File: src/cscp_pkg.sv
package cscp_pkg;

  // pixel bus width and synchroniser depth
  localparam int unsigned PIX_W       = 8;
  localparam int unsigned SYNC_STAGES = 2;

  // system clock and the frame-to-line spacing owed by the sensor
  localparam int unsigned SYS_CLK_HZ        = 50_000_000;
  localparam int unsigned SYS_PERIOD_NS     = 1_000_000_000 / SYS_CLK_HZ;
  localparam int unsigned FRAME_GAP_PERIODS = 9;
  localparam int unsigned FRAME_GAP_NS      = FRAME_GAP_PERIODS * SYS_PERIOD_NS;
  // least time: round up to whole cycles, never below one
  localparam int unsigned FRAME_GAP_RAW     = (FRAME_GAP_NS + SYS_PERIOD_NS - 1) / SYS_PERIOD_NS;
  localparam int unsigned FRAME_GAP_CYCLES  = (FRAME_GAP_RAW < 1) ? 1 : FRAME_GAP_RAW;
  localparam int unsigned GAP_CNT_W         = $clog2(FRAME_GAP_CYCLES + 1);
  localparam logic [GAP_CNT_W-1:0] GAP_CNT_RST  = '0;
  localparam logic [GAP_CNT_W-1:0] GAP_CNT_LAST = GAP_CNT_W'(FRAME_GAP_CYCLES);

  // reset values
  localparam logic [PIX_W-1:0] PIX_RST = '0;

  // one captured pixel with its position markers
  typedef struct packed {
    logic             frame_first;
    logic             line_first;
    logic [PIX_W-1:0] data;
  } cscp_pixel_t;

  // the raw sensor pins, grouped so they cross the synchroniser together
  typedef struct packed {
    logic             frame_sync;
    logic             line_sync;
    logic             sample_clk;
    logic [PIX_W-1:0] data;
  } cscp_pins_t;

  localparam int unsigned PINS_W = $bits(cscp_pins_t);

endpackage : cscp_pkg

File: src/cscp_sync.sv
`timescale 1ns/1ps
module cscp_sync
  import cscp_pkg::*;
#(
  parameter int unsigned WIDTH = 1
)
(
  input  wire logic             i_sys_clk,
  input  wire logic             i_rst_b,
  input  wire logic [WIDTH-1:0] i_async,
  output logic      [WIDTH-1:0] o_sync
);

  // per bit a plain shift chain; only the last stage is visible outside
  genvar g;
  generate
    for (g = 0; g < WIDTH; g++)
    begin : g_bit
      logic [SYNC_STAGES-1:0] chain;
      always_ff @(posedge i_sys_clk)
      begin
        if (!i_rst_b)
          chain <= '0;
        else
          chain <= {chain[SYNC_STAGES-2:0], i_async[g]};
      end
      assign o_sync[g] = chain[SYNC_STAGES-1];
    end
  endgenerate

endmodule : cscp_sync

File: src/cscp_capture.sv
`timescale 1ns/1ps
// Operation
// RL1 - In gated mode the frame sync, line sync and sample clock together decide when a pixel is captured.
// RL2 - A frame starts on the chosen edge of the frame sync, and in gated mode the line sync stays high for a line.
// RL3 - In gated mode sample clock edges count, and pixels are taken, only while the line sync is high.
// RL4 - For a sensor that launches data on the falling sample clock edge, the pixel bus is taken on the rising edge.
// RL5 - For a sensor that launches data on the rising sample clock edge, the pixel bus is taken on the falling edge.
// RL6 - In non-gated mode only the frame sync and the sample clock are used and the line sync is ignored.
// RL7 - In gated mode the sensor leaves at least nine system clock periods from the frame edge to the line rise.
// RL8 - In non-gated mode the sensor leaves at least nine system clock periods from the frame edge to the first pixel.
// RL9 - The sample clock runs at no more than half the system clock, and may be slower or stopped.
// RL10 - Each high and each low phase of the sample clock lasts at least one system clock period.
// RL11 - The sample clock and both syncs are synchronised into the system clock and their edges found there.
module cscp_capture
  import cscp_pkg::*;
(
  input  wire logic             i_sys_clk,
  input  wire logic             i_rst_b,
  input  wire logic             i_gated_mode,
  input  wire logic             i_frame_on_rise,
  input  wire logic             i_sensor_launch_rise,
  input  wire logic             i_frame_sync,
  input  wire logic             i_line_sync,
  input  wire logic             i_sample_clk,
  input  wire logic [PIX_W-1:0] i_pix_data,
  output cscp_pixel_t           o_pixel,
  output logic                  o_pixel_valid,
  output logic                  o_frame_start,
  output logic                  o_frame_active,
  output logic                  o_line_active,
  output logic                  o_gap_short
);

  cscp_pins_t pins_raw;
  cscp_pins_t pins_s;
  cscp_pins_t pins_prev;
  logic       frame_edge;
  logic       line_rise;
  logic       clk_rise;
  logic       clk_fall;
  logic       latch_edge;
  logic       line_ok;
  logic       take;
  logic       frame_seen;
  logic       first_in_frame;
  logic       first_in_line;
  logic       gap_running;
  logic [GAP_CNT_W-1:0] gap_cnt;
  logic [GAP_CNT_W-1:0] next_gap_cnt;
  logic                 warm_ok;
  logic [SYNC_STAGES:0] warm;

  // data crosses with the syncs so both carry the same latency
  assign pins_raw.frame_sync = i_frame_sync;
  assign pins_raw.line_sync  = i_line_sync;
  assign pins_raw.sample_clk = i_sample_clk;
  assign pins_raw.data       = i_pix_data;

  // two-stage crossing of every sensor pin
  cscp_sync #(
    .WIDTH (PINS_W)
  ) u_sync (
    .i_sys_clk (i_sys_clk),
    .i_rst_b   (i_rst_b),
    .i_async   (pins_raw),
    .o_sync    (pins_s)
  ); // RL11

  // one more stage of history for edge detection, taken after the crossing
  always_ff @(posedge i_sys_clk)
  begin
    if (!i_rst_b)
      pins_prev <= '0;
    else
      pins_prev <= pins_s;
  end

  // edges are ignored until the crossing and the history stage hold real pin
  // levels; a pin idling high would otherwise look like a rise after reset,
  // so a level already standing at reset release is never taken as an edge
  always_ff @(posedge i_sys_clk)
  begin
    if (!i_rst_b)
      warm <= '0;
    else
      warm <= {warm[SYNC_STAGES-1:0], 1'b1};
  end

  assign warm_ok = warm[SYNC_STAGES]; // RL11

  // edges found in the system clock domain; each sample clock phase spans
  // at least one system period, so no edge slips between two samples
  assign clk_rise   = warm_ok & pins_s.sample_clk & ~pins_prev.sample_clk;  // RL11
  assign clk_fall   = warm_ok & ~pins_s.sample_clk & pins_prev.sample_clk;  // RL11
  assign line_rise  = warm_ok & pins_s.line_sync & ~pins_prev.line_sync;    // RL11
  assign frame_edge = warm_ok & (i_frame_on_rise ? (pins_s.frame_sync & ~pins_prev.frame_sync)
                                                 : (~pins_s.frame_sync & pins_prev.frame_sync)); // RL2

  // latch on the edge opposite to the one that launches data
  assign latch_edge = i_sensor_launch_rise ? clk_fall  // RL5
                                           : clk_rise; // RL4

  // gated mode qualifies with the line sync, non-gated ignores it
  assign line_ok = i_gated_mode ? pins_s.line_sync // RL3
                                : 1'b1;            // RL6

  // a pixel is taken only inside a frame, on the latch edge, and in gated mode inside a line
  assign take = frame_seen & latch_edge & line_ok; // RL1

  // frame tracking: a new frame restarts on every selected frame edge
  // no end of frame is tracked; a stopped sensor leaves the frame flag up
  always_ff @(posedge i_sys_clk)
  begin
    if (!i_rst_b)
    begin
      frame_seen     <= 1'b0;
      first_in_frame <= 1'b0;
    end
    else if (frame_edge)
    begin
      frame_seen     <= 1'b1; // RL2
      first_in_frame <= 1'b1;
    end
    else if (take)
      first_in_frame <= 1'b0;
  end

  // line start marker; in non-gated mode lines are not delimited at all
  always_ff @(posedge i_sys_clk)
  begin
    if (!i_rst_b)
      first_in_line <= 1'b0;
    else if (frame_edge || (i_gated_mode && line_rise))
      first_in_line <= 1'b1; // RL2
    else if (take)
      first_in_line <= 1'b0;
  end

  // pixel output register, data held between captures
  // o_pixel_valid follows the latch edge on the pin by two to three system
  // clocks: two crossing stages and this register, the first stage taking the sampling phase
  always_ff @(posedge i_sys_clk)
  begin
    if (!i_rst_b)
    begin
      o_pixel       <= '{frame_first: 1'b0, line_first: 1'b0, data: PIX_RST};
      o_pixel_valid <= 1'b0;
    end
    else
    begin
      o_pixel_valid <= take; // RL1
      if (take)
      begin
        o_pixel.data        <= pins_s.data; // RL4 RL5
        o_pixel.frame_first <= first_in_frame;
        o_pixel.line_first  <= first_in_line & i_gated_mode;
      end
    end
  end

  // status flags for the surrounding logic
  // o_line_active ignores the line sync in non-gated mode, just as capture does
  always_ff @(posedge i_sys_clk)
  begin
    if (!i_rst_b)
    begin
      o_frame_start  <= 1'b0;
      o_frame_active <= 1'b0;
      o_line_active  <= 1'b0;
    end
    else
    begin
      o_frame_start  <= frame_edge;
      o_frame_active <= frame_seen | frame_edge;
      o_line_active  <= (frame_seen | frame_edge) & line_ok;
    end
  end

  // spacing watch: counts system cycles after a frame edge; the sensor owes
  // nine periods before the line rise (gated) or the first pixel (non-gated).
  // a breach is only reported, capture goes on, since the data may still be good
  // the count starts at one: the cycle that finds the frame edge is already
  // the first owed period, so exactly nine periods reads as nine, not eight
  always_comb
  begin
    next_gap_cnt = gap_cnt;
    if (frame_edge)
      next_gap_cnt = GAP_CNT_RST + GAP_CNT_W'(1);
    else if (gap_running && gap_cnt != GAP_CNT_LAST)
      next_gap_cnt = gap_cnt + GAP_CNT_W'(1);
  end

  always_ff @(posedge i_sys_clk)
  begin
    if (!i_rst_b)
    begin
      gap_cnt     <= GAP_CNT_RST;
      gap_running <= 1'b0;
    end
    else
    begin
      gap_cnt <= next_gap_cnt;
      if (frame_edge)
        gap_running <= 1'b1;
      else if (gap_cnt == GAP_CNT_LAST || (i_gated_mode ? line_rise : latch_edge))
        gap_running <= 1'b0;
    end
  end

  // one-cycle pulse when the owed spacing was not kept
  always_ff @(posedge i_sys_clk)
  begin
    if (!i_rst_b)
      o_gap_short <= 1'b0;
    else
      o_gap_short <= gap_running && !frame_edge && (gap_cnt < GAP_CNT_LAST)
                     && (i_gated_mode ? line_rise   // RL7
                                      : latch_edge); // RL8
  end

endmodule : cscp_capture

File: config.mk
export PLATFORM = sky130hd
export DESIGN_NAME = cscp_capture
export DESIGN_NICKNAME = d
export VERILOG_FILES = /design/src/cscp_pkg.sv /design/src/cscp_sync.sv /design/src/cscp_capture.sv
export SDC_FILE = /design/constraint.sdc
export NUM_CORES = 1
export LEC_CHECK = 0
export BUFFER_PORTS_ARGS = -buffer_cell sky130_fd_sc_hd__buf_2
export CORE_MARGIN = 5
export CORE_UTILIZATION = 30
export CTS_BUF_LIST = sky130_fd_sc_hd__clkbuf_2
export DETAILED_ROUTE_END_ITERATION = 8
export PLACE_DENSITY_LB_ADDON = 0.2
export SYNTH_ARGS = -nofsm -noshare
export SYNTH_HDL_FRONTEND = slang
export SYNTH_SLANG_ARGS = --single-unit
File: constraint.sdc
create_clock -name i_sys_clk -period 1.65 [get_ports i_sys_clk]
set_input_delay 0.0825 -clock i_sys_clk [delete_from_list [all_inputs] [get_ports i_sys_clk]]
set_output_delay 0.0825 -clock i_sys_clk [all_outputs]
set_load 0.02 [all_outputs]
==> results of run 1 <==
critical path: cells and delay by family (launching register included):
kind / cells / cell delay (ns)
AOI/OAI and AO/OA: 1 / 0.45
DFF: 1 / 0.36
and+or+nand+nor: 1 / 0.24
muxes: 1 / 0.22
power groups by stage:
stage / Combinational, uW / Clock, uW / Sequential [uW]
2_1_floorplan: 47.7 / 0 / 1300
3_3_place_gp: 78.0 / 0 / 1300
3_5_place_dp: 77.2 / 0 / 1300
4_1_cts: 101 / 649 / 1280
5_1_grt: 114 / 702 / 1290
6_report: 99.4 / 617 / 1280
state kept, by name, indices dropped and copies added, names as in the netlist:
| signal | cells |
|---|---|
| o_line_active | 1 |
| u_sync.g_bit.chain | 22 |
| pins_prev | 3 |
| first_in_line | 1 |
| gap_cnt | 4 |
| o_frame_start | 1 |
| frame_seen | 1 |
| o_frame_active | 1 |
| o_pixel | 10 |
| first_in_frame | 1 |
| gap_running | 1 |
| o_pixel_valid | 1 |
| o_gap_short | 1 |
| warm | 3 |
cells by family after synthesis:
family          Yosys count  share of synthesized area (%)
flops                    51                           58.3
xor+xnor                  1                          0.500
simple gates             67                           22.2
fa+ha+maj                 3                           2.14
compound gates           19                           8.22
mux                       9                           5.15
buf+inv                  14                           3.50
final cells by class:
| class | instances | area, um^2 |
|---|---|---|
| clock inverters | 3 | 38.8 |
| flip-flops and latches | 51 | 1020 |
| inverters | 6 | 22.5 |
| fillers | 545 | 3410 |
| multi-input cells | 99 | 668 |
| clock buffers | 5 | 25.0 |
| well taps | 72 | 90.1 |
| repair buffers | 45 | 295 |
worst max path at each step:
| stage | from | to | slack, ns |
|---|---|---|---|
| after global placement | gap_cnt[1] | gap_cnt[0] | 0.39 |
| after detailed placement | u_sync.g_bit[8].chain[1] | o_pixel[4] | 0.35 |
| final | u_sync.g_bit[8].chain[1] | o_pixel[6] | 0.33 |
| after floorplan | gap_cnt[1] | gap_cnt[0] | 0.44 |
| after CTS | pins_prev[8] | o_pixel[6] | 0.30 |
| after global routing | u_sync.g_bit[8].chain[1] | o_pixel[7] | 0.18 |
stage by stage:
step                      cell area (um^2)  setup slack [ns]  util [%]  std cells  hold slack [ns]
after floorplan                       1750             0.444         -        164            0.110
after global placement                1970             0.387      35.3        260            0.292
after detailed placement              1970             0.354      35.3        260            0.291
after CTS                             2160             0.299      38.8        281           0.0555
after global routing                  2160             0.177      38.8        281           0.0555
final                                 2160             0.334      38.8        281           0.0833
metal layers:
metal | up-vias | wire length, um | GRT usage, % | part of all wire [%]
li1 | 635 | - | - | -
met5 | - | 0 | 0 | 0
met2 | 20 | 1320 | 13.4 | 43
met4 | 0 | 40 | 3.82 | 1.3
met1 | 515 | 1550 | 12.1 | 51
met3 | 4 | 151 | 3.23 | 4.9
synthesized netlist by cell type, types with 2 or more instances:
library cell   n
nor3_1         2
and4b_1        2
clkbuf_1       6
inv_1          6
dfxtp_1       51
ha_1           3
nand2_1       22
o21ai_0        3
nand3_1        2
mux2i_1        9
and2_1        28
o21a_1         2
a21oi_1        2
nand4_1        2
repair_timing:
item	4_1_cts	5_1_grt
hold buffers	13	0
endpoints found under the hold margin	14	0
setup buffers	0	0
==> flow_metrics.env, run 1 <==
export IMPL_status="complete, no violations"
export IMPL_hold_path_class="in2reg"
export IMPL_r2r_slack_ns=0.33
export IMPL_via_per_inst=4.18
export IMPL_internal_power_uw=1570
export IMPL_post_route_period_util_pct=79.7
export IMPL_crit_path_start_kind="flip-flop"
export IMPL_area_growth_pct=23.4
export IMPL_finalHoldViolations=0
export IMPL_core_area_um2=5570
export IMPL_ys_async_sr_fraction_pct=0
export IMPL_setup_viol=0
export IMPL_die_x_um=86.4
export IMPL_synth_top_cells_by_area="dfxtp_1 (58%), and2_1 (10%), mux2i_1 (5.1%)"
export IMPL_clock_sinks=51
export IMPL_synthFlopType="dfxtp_1"
export IMPL_tightestPinTransition_ns=0.352
export IMPL_synth_cell_types=38
export IMPL_synth_area_leader_cell="dfxtp_1"
export IMPL_start_util_pct=31.4
export IMPL_cts_resized=0
export IMPL_clk_latency_ns=0.41
export IMPL_rsz0062_at_grt="no"
export IMPL_worstPathArrival_ns=1.67
export IMPL_cts_tree="yes"
export IMPL_yosysTopAreaCellShare_pct=58.3
export IMPL_pwr_share_comb_pct=5.0
export IMPL_grt_usage_pct=9.15
export IMPL_vdd_drop_max_uv=306
export IMPL_via_count=1174
export IMPL_clockBufferDepth=2
export IMPL_yosys_register_bits=51
export IMPL_avgSynthCellArea_um2=10.7
export IMPL_rr_worst_depth=3
export IMPL_antenna_found_initial=0
export IMPL_clock_skew_ns=0.0128
export IMPL_netlist_instances=164
export IMPL_regToRegEndpoint="o_pixel[6]"
export IMPL_switching_power_uw=422
export IMPL_grt_pass1_wl_mm=5.46
export IMPL_p_leak_uw=0.000947
export IMPL_rows=27
export IMPL_h_tree_depth=2
export IMPL_min_to="o_pixel[8]"
export IMPL_clock_power_share_pct=30.9
export IMPL_finalCriticalPeriod_ns=1.32
export IMPL_drive_above_1_share_pct=20.1
export IMPL_total_power_uw=2000
export IMPL_firstDrtPassIters=4
export IMPL_relSlewSlack_pct=76.5
export IMPL_path_class="reg2reg"
export IMPL_clk_pin_slew_ns=0.24
export IMPL_holdPathStages=4
export IMPL_p_per_area_nw_per_um2=924
export IMPL_die_area_um2=7460
export IMPL_required_ns=2.01
export IMPL_wl_mm=3.07
export IMPL_drtIter0Drc=65
export IMPL_io_buffers=30
export IMPL_cts_buffers=5
export IMPL_path_cells="and3b_1 -> o2111a_2 -> mux2i_1"
export IMPL_most_common_layout_cells="dfxtp_1 (51), buf_2 (30), and2_1 (28), nand2_1 (22), dlygate4sd3_1 (13)"
export IMPL_grt_start_max_net_pins=33
export IMPL_clockRootBuffer="clkbuf_2"
export IMPL_slowest_stage="o2111a_2"
export IMPL_final_common_cell="dfxtp_1"
export IMPL_antennaDiodeCount=0
export IMPL_fin_tns_setup_ns=0
export IMPL_netSwitchingFraction_pct=21.1
export IMPL_maxSlewViolCount=0
export IMPL_seq_power_share_pct=64.1
export IMPL_fp_dieH_um=86.4
export IMPL_place_gp_congestion=0.723
export IMPL_worstHoldStart="i_sensor_launch_rise"
export IMPL_yosys_warnings=0
export IMPL_end_kind="flip-flop"
export IMPL_grt_overflow=0
export IMPL_syn_area_um2=1750
export IMPL_synth_edff_count=0
export IMPL_cap_violations=0
export IMPL_syn_nets=183
export IMPL_grt_pass1_vias=1176
export IMPL_crit_fanout=13
export IMPL_ys_seq_area_share_pct=58.3
export IMPL_fmax_ghz=0.760
export IMPL_fin_nets=227
export IMPL_ant_nets=0
export IMPL_hpwl_mm=2.10
export IMPL_r2r_start="u_sync.g_bit[8].chain[1]"
export IMPL_drc=0
export IMPL_io_pins=31
export IMPL_wl_per_cell_um=10.9
export IMPL_max_stage_delay_ns=0.45
Power figures use the tool's default switching activity.
==> inputs of run 2 (changes only) <==
--- a/config.mk
+++ b/config.mk
@@ -5,6 +5,7 @@
 export SDC_FILE = /design/constraint.sdc
 export NUM_CORES = 1
 export LEC_CHECK = 0
+export ABC_AREA = 1
 export BUFFER_PORTS_ARGS = -buffer_cell sky130_fd_sc_hd__buf_2
 export CORE_MARGIN = 5
 export CORE_UTILIZATION = 30
==> constraint.sdc (replaced) <==
create_clock -name i_sys_clk -period 1.2 [get_ports i_sys_clk]
set_input_delay 0.06 -clock i_sys_clk [delete_from_list [all_inputs] [get_ports i_sys_clk]]
set_output_delay 0.06 -clock i_sys_clk [all_outputs]
set_load 0.02 [all_outputs]
==> run 2 against run 1 <==
Count of clock-buffer cells in the layout unchanged. Die area is 1.9% higher. Register-to-register slack got worse by 0.30 ns. Critical path type unchanged. Global-route usage down 0.14 points. Non-clock buffer count is 9 higher. Clock power grew 7.6%. Cell count is 26% higher. Synthesized cell count up 35%.
==> flow_metrics.env, run 2 <==
export IMPL_via_count=1384
export IMPL_clockRootBuffer="clkbuf_2"
export IMPL_grt_start_max_net_pins=23
export IMPL_syn_nets=241
export IMPL_clock_power_share_pct=25.3
export IMPL_yosys_register_bits=51
export IMPL_r2r_start="pins_prev[8]"
export IMPL_antennaDiodeCount=0
export IMPL_vdd_drop_max_uv=735
export IMPL_end_kind="flip-flop"
export IMPL_holdPathStages=4
export IMPL_clock_skew_ns=0.0230
export IMPL_antenna_found_initial=0
export IMPL_netlist_instances=222
export IMPL_grt_pass1_vias=1248
export IMPL_regToRegEndpoint="o_pixel[0]"
export IMPL_maxSlewViolCount=0
export IMPL_switching_power_uw=643
export IMPL_most_common_layout_cells="nand2_1 (56), inv_1 (49), dfxtp_1 (44), buf_2 (30), nor2_1 (19)"
export IMPL_multi_input_area_um2=619
export IMPL_crit_path_start_kind="flip-flop"
export IMPL_clk_latency_ns=0.41
export IMPL_seq_power_share_pct=67.4
export IMPL_yosysTopAreaCellShare_pct=57.1
export IMPL_path_class="reg2reg"
export IMPL_avgSynthCellArea_um2=8.05
export IMPL_finalCriticalPeriod_ns=1.16
export IMPL_synth_area_leader_cell="dfxtp_1"
export IMPL_firstDrtPassIters=4
export IMPL_synth_top_cells_by_area="dfxtp_1 (57%), nand2_1 (13%), inv_1 (10%)"
export IMPL_p_leak_uw=0.00130
export IMPL_rr_worst_depth=7
export IMPL_place_gp_congestion=0.715
export IMPL_setup_viol=0
export IMPL_drive_above_1_share_pct=27.0
export IMPL_drc=0
export IMPL_reg_top3="u_sync.g_bit.chain: 22 flops, o_pixel: 10 flops, gap_cnt: 4 flops"
export IMPL_drtIter0Drc=34
export IMPL_rows=28
export IMPL_rsz0062_at_grt="yes"
export IMPL_p_per_area_nw_per_um2=1110
export IMPL_ys_seq_area_share_pct=57.1
export IMPL_worstHoldStart="i_frame_on_rise"
export IMPL_io_buffers=30
export IMPL_min_to="gap_cnt[0]"
export IMPL_wl_mm=3.28
export IMPL_cts_buffers=5
export IMPL_die_area_um2=7600
export IMPL_seq_area_um2=1030
export IMPL_synthTopCellsByCount="nand2_1 (60), dfxtp_1 (51), inv_1 (50), nor2_1 (22), nand3_1 (7)"
export IMPL_dp_slack_ns=-0.0112
export IMPL_grt_usage_pct=9.01
export IMPL_hpwl_mm=2.16
export IMPL_r2r_slack_ns=0.04
export IMPL_area_growth_pct=32.3
export IMPL_crit_fanout=11
export IMPL_ant_nets=0
export IMPL_synth_edff_count=0
export IMPL_core_area_um2=5850
export IMPL_start_util_pct=30.6
export IMPL_grt_overflow=0
export IMPL_synth_cell_types=23
export IMPL_ys_async_sr_fraction_pct=0
export IMPL_clock_sinks=51
export IMPL_final_common_cell="nand2_1"
export IMPL_io_pins=31
export IMPL_clk_pin_slew_ns=0.24
export IMPL_fin_nets=296
export IMPL_die_x_um=87.2
export IMPL_yosys_warnings=0
export IMPL_regMostFlops="u_sync.g_bit.chain"
export IMPL_finalHoldViolations=0
export IMPL_pwr_share_comb_pct=7.4
export IMPL_internal_power_uw=1990
export IMPL_h_tree_depth=2
export IMPL_fmax_ghz=0.860
export IMPL_cts_tree="yes"
export IMPL_grt_pass1_wl_mm=5.35
export IMPL_fillers=609
export IMPL_total_power_uw=2630
export IMPL_required_ns=1.56
export IMPL_synthFlopType="dfxtp_1"
export IMPL_post_route_period_util_pct=96.8
export IMPL_syn_area_um2=1790
export IMPL_synth_most_common_cell="nand2_1"
export IMPL_via_per_inst=3.92
export IMPL_cap_violations=0
export IMPL_largest_reg_flops=22
export IMPL_worstPathArrival_ns=1.52
export IMPL_fin_ws_ns=0.0378
export IMPL_status="complete, no violations"
export IMPL_wl_per_cell_um=9.28
export IMPL_clockBufferDepth=2
export IMPL_tightestPinTransition_ns=0.252
export IMPL_relSlewSlack_pct=83.2
export IMPL_netSwitchingFraction_pct=24.4
export IMPL_fp_dieH_um=87.2
export IMPL_hold_path_class="in2reg"
run 2: cells by family after synthesis:
logic type / synth area share (%)
and+or+nand+nor: 24.1
buffers and inverters: 12.5
DFF: 57.1
AOI/OAI and AO/OA: 3.15
adders and majority gates: 2.10
xor gates and xnor gates: 0.980
run 2: final cells by class:
type / instances / area share [%]
Sequential cell: 51 / 43.5
Multi-Input combinational cell: 115 / 26.2
Timing Repair Buffer: 54 / 16.5
Inverter: 50 / 7.93
Tap cell: 75 / 3.97
Clock buffer: 5 / 1.06
Clock inverter: 3 / 0.846
run 2: power groups by stage:
stage,logic (uW),clock network (uW),registers (uW)
detailed placement,153,0,1800
global placement,151,0,1800
CTS,183,708,1770
floorplan,84.5,0,1810
global route,223,774,1780
finish,194,664,1770
run 2: worst max path at each step:
stage / startpoint / to / cells after the start / slack (ns)
final: pins_prev[8] / o_pixel[0] / 7 / 0.04
after global routing: u_sync.g_bit[8].chain[1] / o_pixel[0] / 7 / -0.06
after CTS: u_sync.g_bit[8].chain[1] / o_pixel[9] / 7 / 0.001
after detailed placement: gap_cnt[1] / gap_cnt[3] / 7 / -0.01
after global placement: gap_cnt[1] / gap_cnt[3] / 7 / 0.03
after floorplan: gap_cnt[1] / gap_cnt[3] / 7 / 0.03
run 2: what timing repair did:
action | 4_1_cts | 5_1_grt
setup buffers | 0 | 2
endpoints found under the setup margin | 7 | 20
resized for setup | 3 | 26
hold endpoints to repair | 14 | 0
cloned | 0 | 1
pin swaps | 0 | 6
hold buffers | 12 | 0
run 2: worst max-delay path, cell delays in order (launching register included):
cell,delay (ns)
dfxtp_2,0.41
nand3_1,0.10
nand2_2,0.11
nand4_4,0.14
buf_12,0.18
nand2_1,0.06
nand2_1,0.04
nor2_1,0.08
run 2: stage by stage:
| stage | hold slack (ns) | cells | cell area, um^2 | TNS, ns | util, % |
|---|---|---|---|---|---|
| 2_1_floorplan | 0.0877 | 222 | 1790 | 0 | - |
| 3_3_place_gp | 0.240 | 330 | 2080 | 0 | 35.5 |
| 3_5_place_dp | 0.245 | 330 | 2080 | -0.0112 | 35.5 |
| 4_1_cts | 0.0213 | 350 | 2250 | 0 | 38.4 |
| 5_1_grt | 0.0139 | 353 | 2370 | -0.436 | 40.4 |
| 6_report | 0.0293 | 353 | 2370 | 0 | 40.4 |
run 2: routing by layer:
layer | routed length, um | track usage [%]
met1 | 1540 | 10.7
met4 | 39 | 3.35
met2 | 1530 | 14.7
met5 | 0 | 0
met3 | 164 | 3.60
==> inputs of run 3 (changes only) <==
--- a/config.mk
+++ b/config.mk
@@ -14,4 +14,5 @@
 export PLACE_DENSITY_LB_ADDON = 0.2
 export SYNTH_ARGS = -nofsm -noshare
 export SYNTH_HDL_FRONTEND = slang
+export SYNTH_HIERARCHICAL = 1
 export SYNTH_SLANG_ARGS = --single-unit
==> run 3 against run 2 <==
The run now ends with setup timing left. Hold slack is essentially flat. Cell count grew 0.28%. Synthesized cell count grew 5.0%. Die area grew 4.6%. Core utilization shrank 1.8 points. Critical path type unchanged. Highest routed layer unchanged.
==> flow_metrics.env, run 3 <==
export IMPL_status="finished with violations"
export IMPL_violations="setup timing"
export IMPL_end_kind="flip-flop"
export IMPL_ant_nets=0
export IMPL_fin_nets=297
export IMPL_dp_cells=326
export IMPL_max_stage_delay_ns=0.44
export IMPL_total_power_uw=2690
export IMPL_fillers=630
export IMPL_cts_tree="yes"
export IMPL_clockRootBuffer="clkbuf_2"
export IMPL_synth_area_leader_cell="dfxtp_1"
export IMPL_setup_viol=3
export IMPL_tightestPinTransition_ns=0.260
export IMPL_maxSlewViolCount=0
export IMPL_instances_no_fill=354
export IMPL_clk_pin_slew_ns=0.26
export IMPL_clock_skew_ns=0.0106
export IMPL_via_per_inst=3.83
export IMPL_clock_power_share_pct=26.6
export IMPL_ys_seq_area_share_pct=54.3
export IMPL_crit_fanout=6
export IMPL_synth_most_common_cell="nand2_1"
export IMPL_drive_above_1_share_pct=22.6
export IMPL_hold_path_class="in2reg"
export IMPL_synth_edff_count=0
export IMPL_die_area_um2=7950
export IMPL_syn_nets=252
export IMPL_cp_num_buf_inv=0
export IMPL_rows=28
export IMPL_crit_path_start_kind="flip-flop"
export IMPL_wl_mm=3.32
export IMPL_finalHoldViolations=0
export IMPL_placed_cell_area_um2=2030
export IMPL_hpwl_mm=2.13
export IMPL_core_area_um2=5990
export IMPL_slowest_stage="dfxtp_1"
export IMPL_netSwitchingFraction_pct=25.4
export IMPL_antenna_found_initial=0
export IMPL_fmax_ghz=0.831
export IMPL_crit_family="simple AND/OR/NAND/NOR gates"
export IMPL_relSlewSlack_pct=82.7
export IMPL_grt_pass1_wl_mm=5.47
export IMPL_whs_ns=0.0292
export IMPL_avgSynthCellArea_um2=8.07
export IMPL_place_gp_congestion=0.779
export IMPL_firstDrtPassIters=4
export IMPL_finalCriticalPeriod_ns=1.20
export IMPL_most_common_layout_cells="nand2_1 (60), inv_1 (50), dfxtp_1 (46), buf_2 (30), nor2_1 (21)"
export IMPL_internal_power_uw=2010
export IMPL_fin_area_um2=2310
export IMPL_synth_cell_types=20
export IMPL_path_cells="nand3_1 -> nand2_2 -> nand4_2 -> nor2_1 -> nor2_1"
export IMPL_die_x_um=89.2
export IMPL_clockBufferDepth=2
export IMPL_yosys_warnings=6
export IMPL_post_route_util_pct=38.6
export IMPL_seq_power_share_pct=66.0
export IMPL_regMostFlops="u_sync/g_bit.chain"
export IMPL_grt_pass1_vias=1188
export IMPL_synth_top_cells_by_area="dfxtp_1 (54%), nand2_1 (12%), inv_1 (10%)"
export IMPL_synthFlopType="dfxtp_1"
export IMPL_grt_start_max_net_pins=22
export IMPL_fin_ws_ns=-0.00309
export IMPL_clock_sinks=51
export IMPL_area_growth_pct=23.0
export IMPL_syn_area_um2=1880
export IMPL_wl_per_cell_um=9.38
export IMPL_p_per_area_nw_per_um2=1160
export IMPL_fp_dieH_um=89.2
export IMPL_final_common_cell="nand2_1"
export IMPL_start_util_pct=31.4
export IMPL_switching_power_uw=684
export IMPL_synthTopCellsByCount="nand2_1 (62), dfxtp_1 (51), inv_1 (51), nor2_1 (21), buf_4 (12)"
export IMPL_clk_latency_ns=0.42
export IMPL_grt_overflow=0
export IMPL_cap_violations=0
export IMPL_netlist_instances=233
export IMPL_via_count=1356
export IMPL_ys_async_sr_fraction_pct=0
export IMPL_vdd_drop_max_uv=491
export IMPL_antennaDiodeCount=0
export IMPL_post_route_period_util_pct=100
export IMPL_path_class="reg2reg"
export IMPL_yosysTopAreaCellShare_pct=54.3
export IMPL_cts_buffers=5
export IMPL_drc=0
export IMPL_pwr_share_comb_pct=7.4
export IMPL_path_common_cell="nor2_1"
export IMPL_p_leak_uw=0.00130
export IMPL_reg_top3="u_sync/g_bit.chain: 22 flops, o_pixel: 10 flops, gap_cnt: 4 flops"
export IMPL_largest_reg_flops=22
export IMPL_grt_usage_pct=8.99
export IMPL_required_ns=1.56
export IMPL_yosys_register_bits=51
export IMPL_io_buffers=30
export IMPL_io_pins=31
export IMPL_rsz0062_at_grt="yes"
export IMPL_drtIter0Drc=47
export IMPL_worstPathArrival_ns=1.57
export IMPL_h_tree_depth=2
[run 3: cell types whose count changed after synthesis, moves of 2 or more]
cell,delta
buf_1,-2
buf_4,+11
buf_6,+2
nand2_1,+2
nand4_1,+3
nor3_1,-2
[run 3: worst paths after layout]
path              startpoint    endpoint  slack [ns]  depth (start not counted)
max             pins_prev[8]  o_pixel[0]      -0.003                          5
min          i_frame_on_rise  frame_seen        0.03                          4
max reg2reg     pins_prev[8]  o_pixel[0]      -0.003                          5
min reg2reg          warm[1]     warm[2]        0.43                          2
[run 3: worst register-to-register path, stage by stage (launching register included)]
cell     delay [ns]
dfxtp_1        0.44
nand3_1        0.10
nand2_2        0.20
nand4_2        0.22
nor2_1         0.14
nor2_1         0.05
[run 3: cells by family (layout without fill, tap and decap cells)]
| kind of cell | after synthesis | count (layout) | synth area share [%] |
|---|---|---|---|
| xor+xnor | 1 | 1 | 0.466 |
| compound gates | 10 | 10 | 3.33 |
| fa+ha+maj | 3 | 3 | 2.00 |
| flops | 51 | 51 | 54.3 |
| buf+inv | 68 | 111 | 17.3 |
| simple gates | 100 | 103 | 22.6 |
[run 3: stage by stage]
stage | setup WS [ns] | TNS [ns]
global route | -0.120 | -1.04
global placement | -0.0202 | -0.127
CTS | 0.000193 | 0
detailed placement | -0.0850 | -0.584
floorplan | 0.0504 | 0
finish | -0.00309 | -0.00688
[run 3: metal layers]
metal / vias up / share of wire [%] / track usage (%)
met3: 4 / 5.0 / 2.49
met5: - / 0 / 0
li1: 767 / - / -
met1: 559 / 50 / 11.5
met4: 0 / 0.72 / 4.06
met2: 26 / 45 / 14.1
[run 3: power groups by stage]
stage	combinational [uW]	sequential, uW	clock [uW]
after floorplan	109	1800	0
after global routing	228	1780	825
after CTS	195	1780	743
after global placement	140	1800	0
after detailed placement	141	1800	0
final	199	1770	716
[run 3: layout make-up]
type / count / area, um^2 / share of cell area [%]
clock buffer: 5 / 25.0 / 1.08
inverter: 51 / 191 / 8.28
multi-input combinational: 117 / 601 / 26.0
tap: 75 / 93.8 / 4.06
timing repair buffer: 52 / 352 / 15.2
clock inverter: 3 / 22.5 / 0.974
sequential: 51 / 1030 / 44.4
[run 3: repair_timing]
| item | CTS | global route |
|---|---|---|
| setup endpoints to repair | 13 | 21 |
| pin swaps | 3 | 5 |
| hold endpoints to repair | 16 | 0 |
| cloned | 3 | 0 |
| gates resized for setup | 6 | 8 |
| hold buffers | 13 | 0 |
| setup buffers | 2 | 2 |
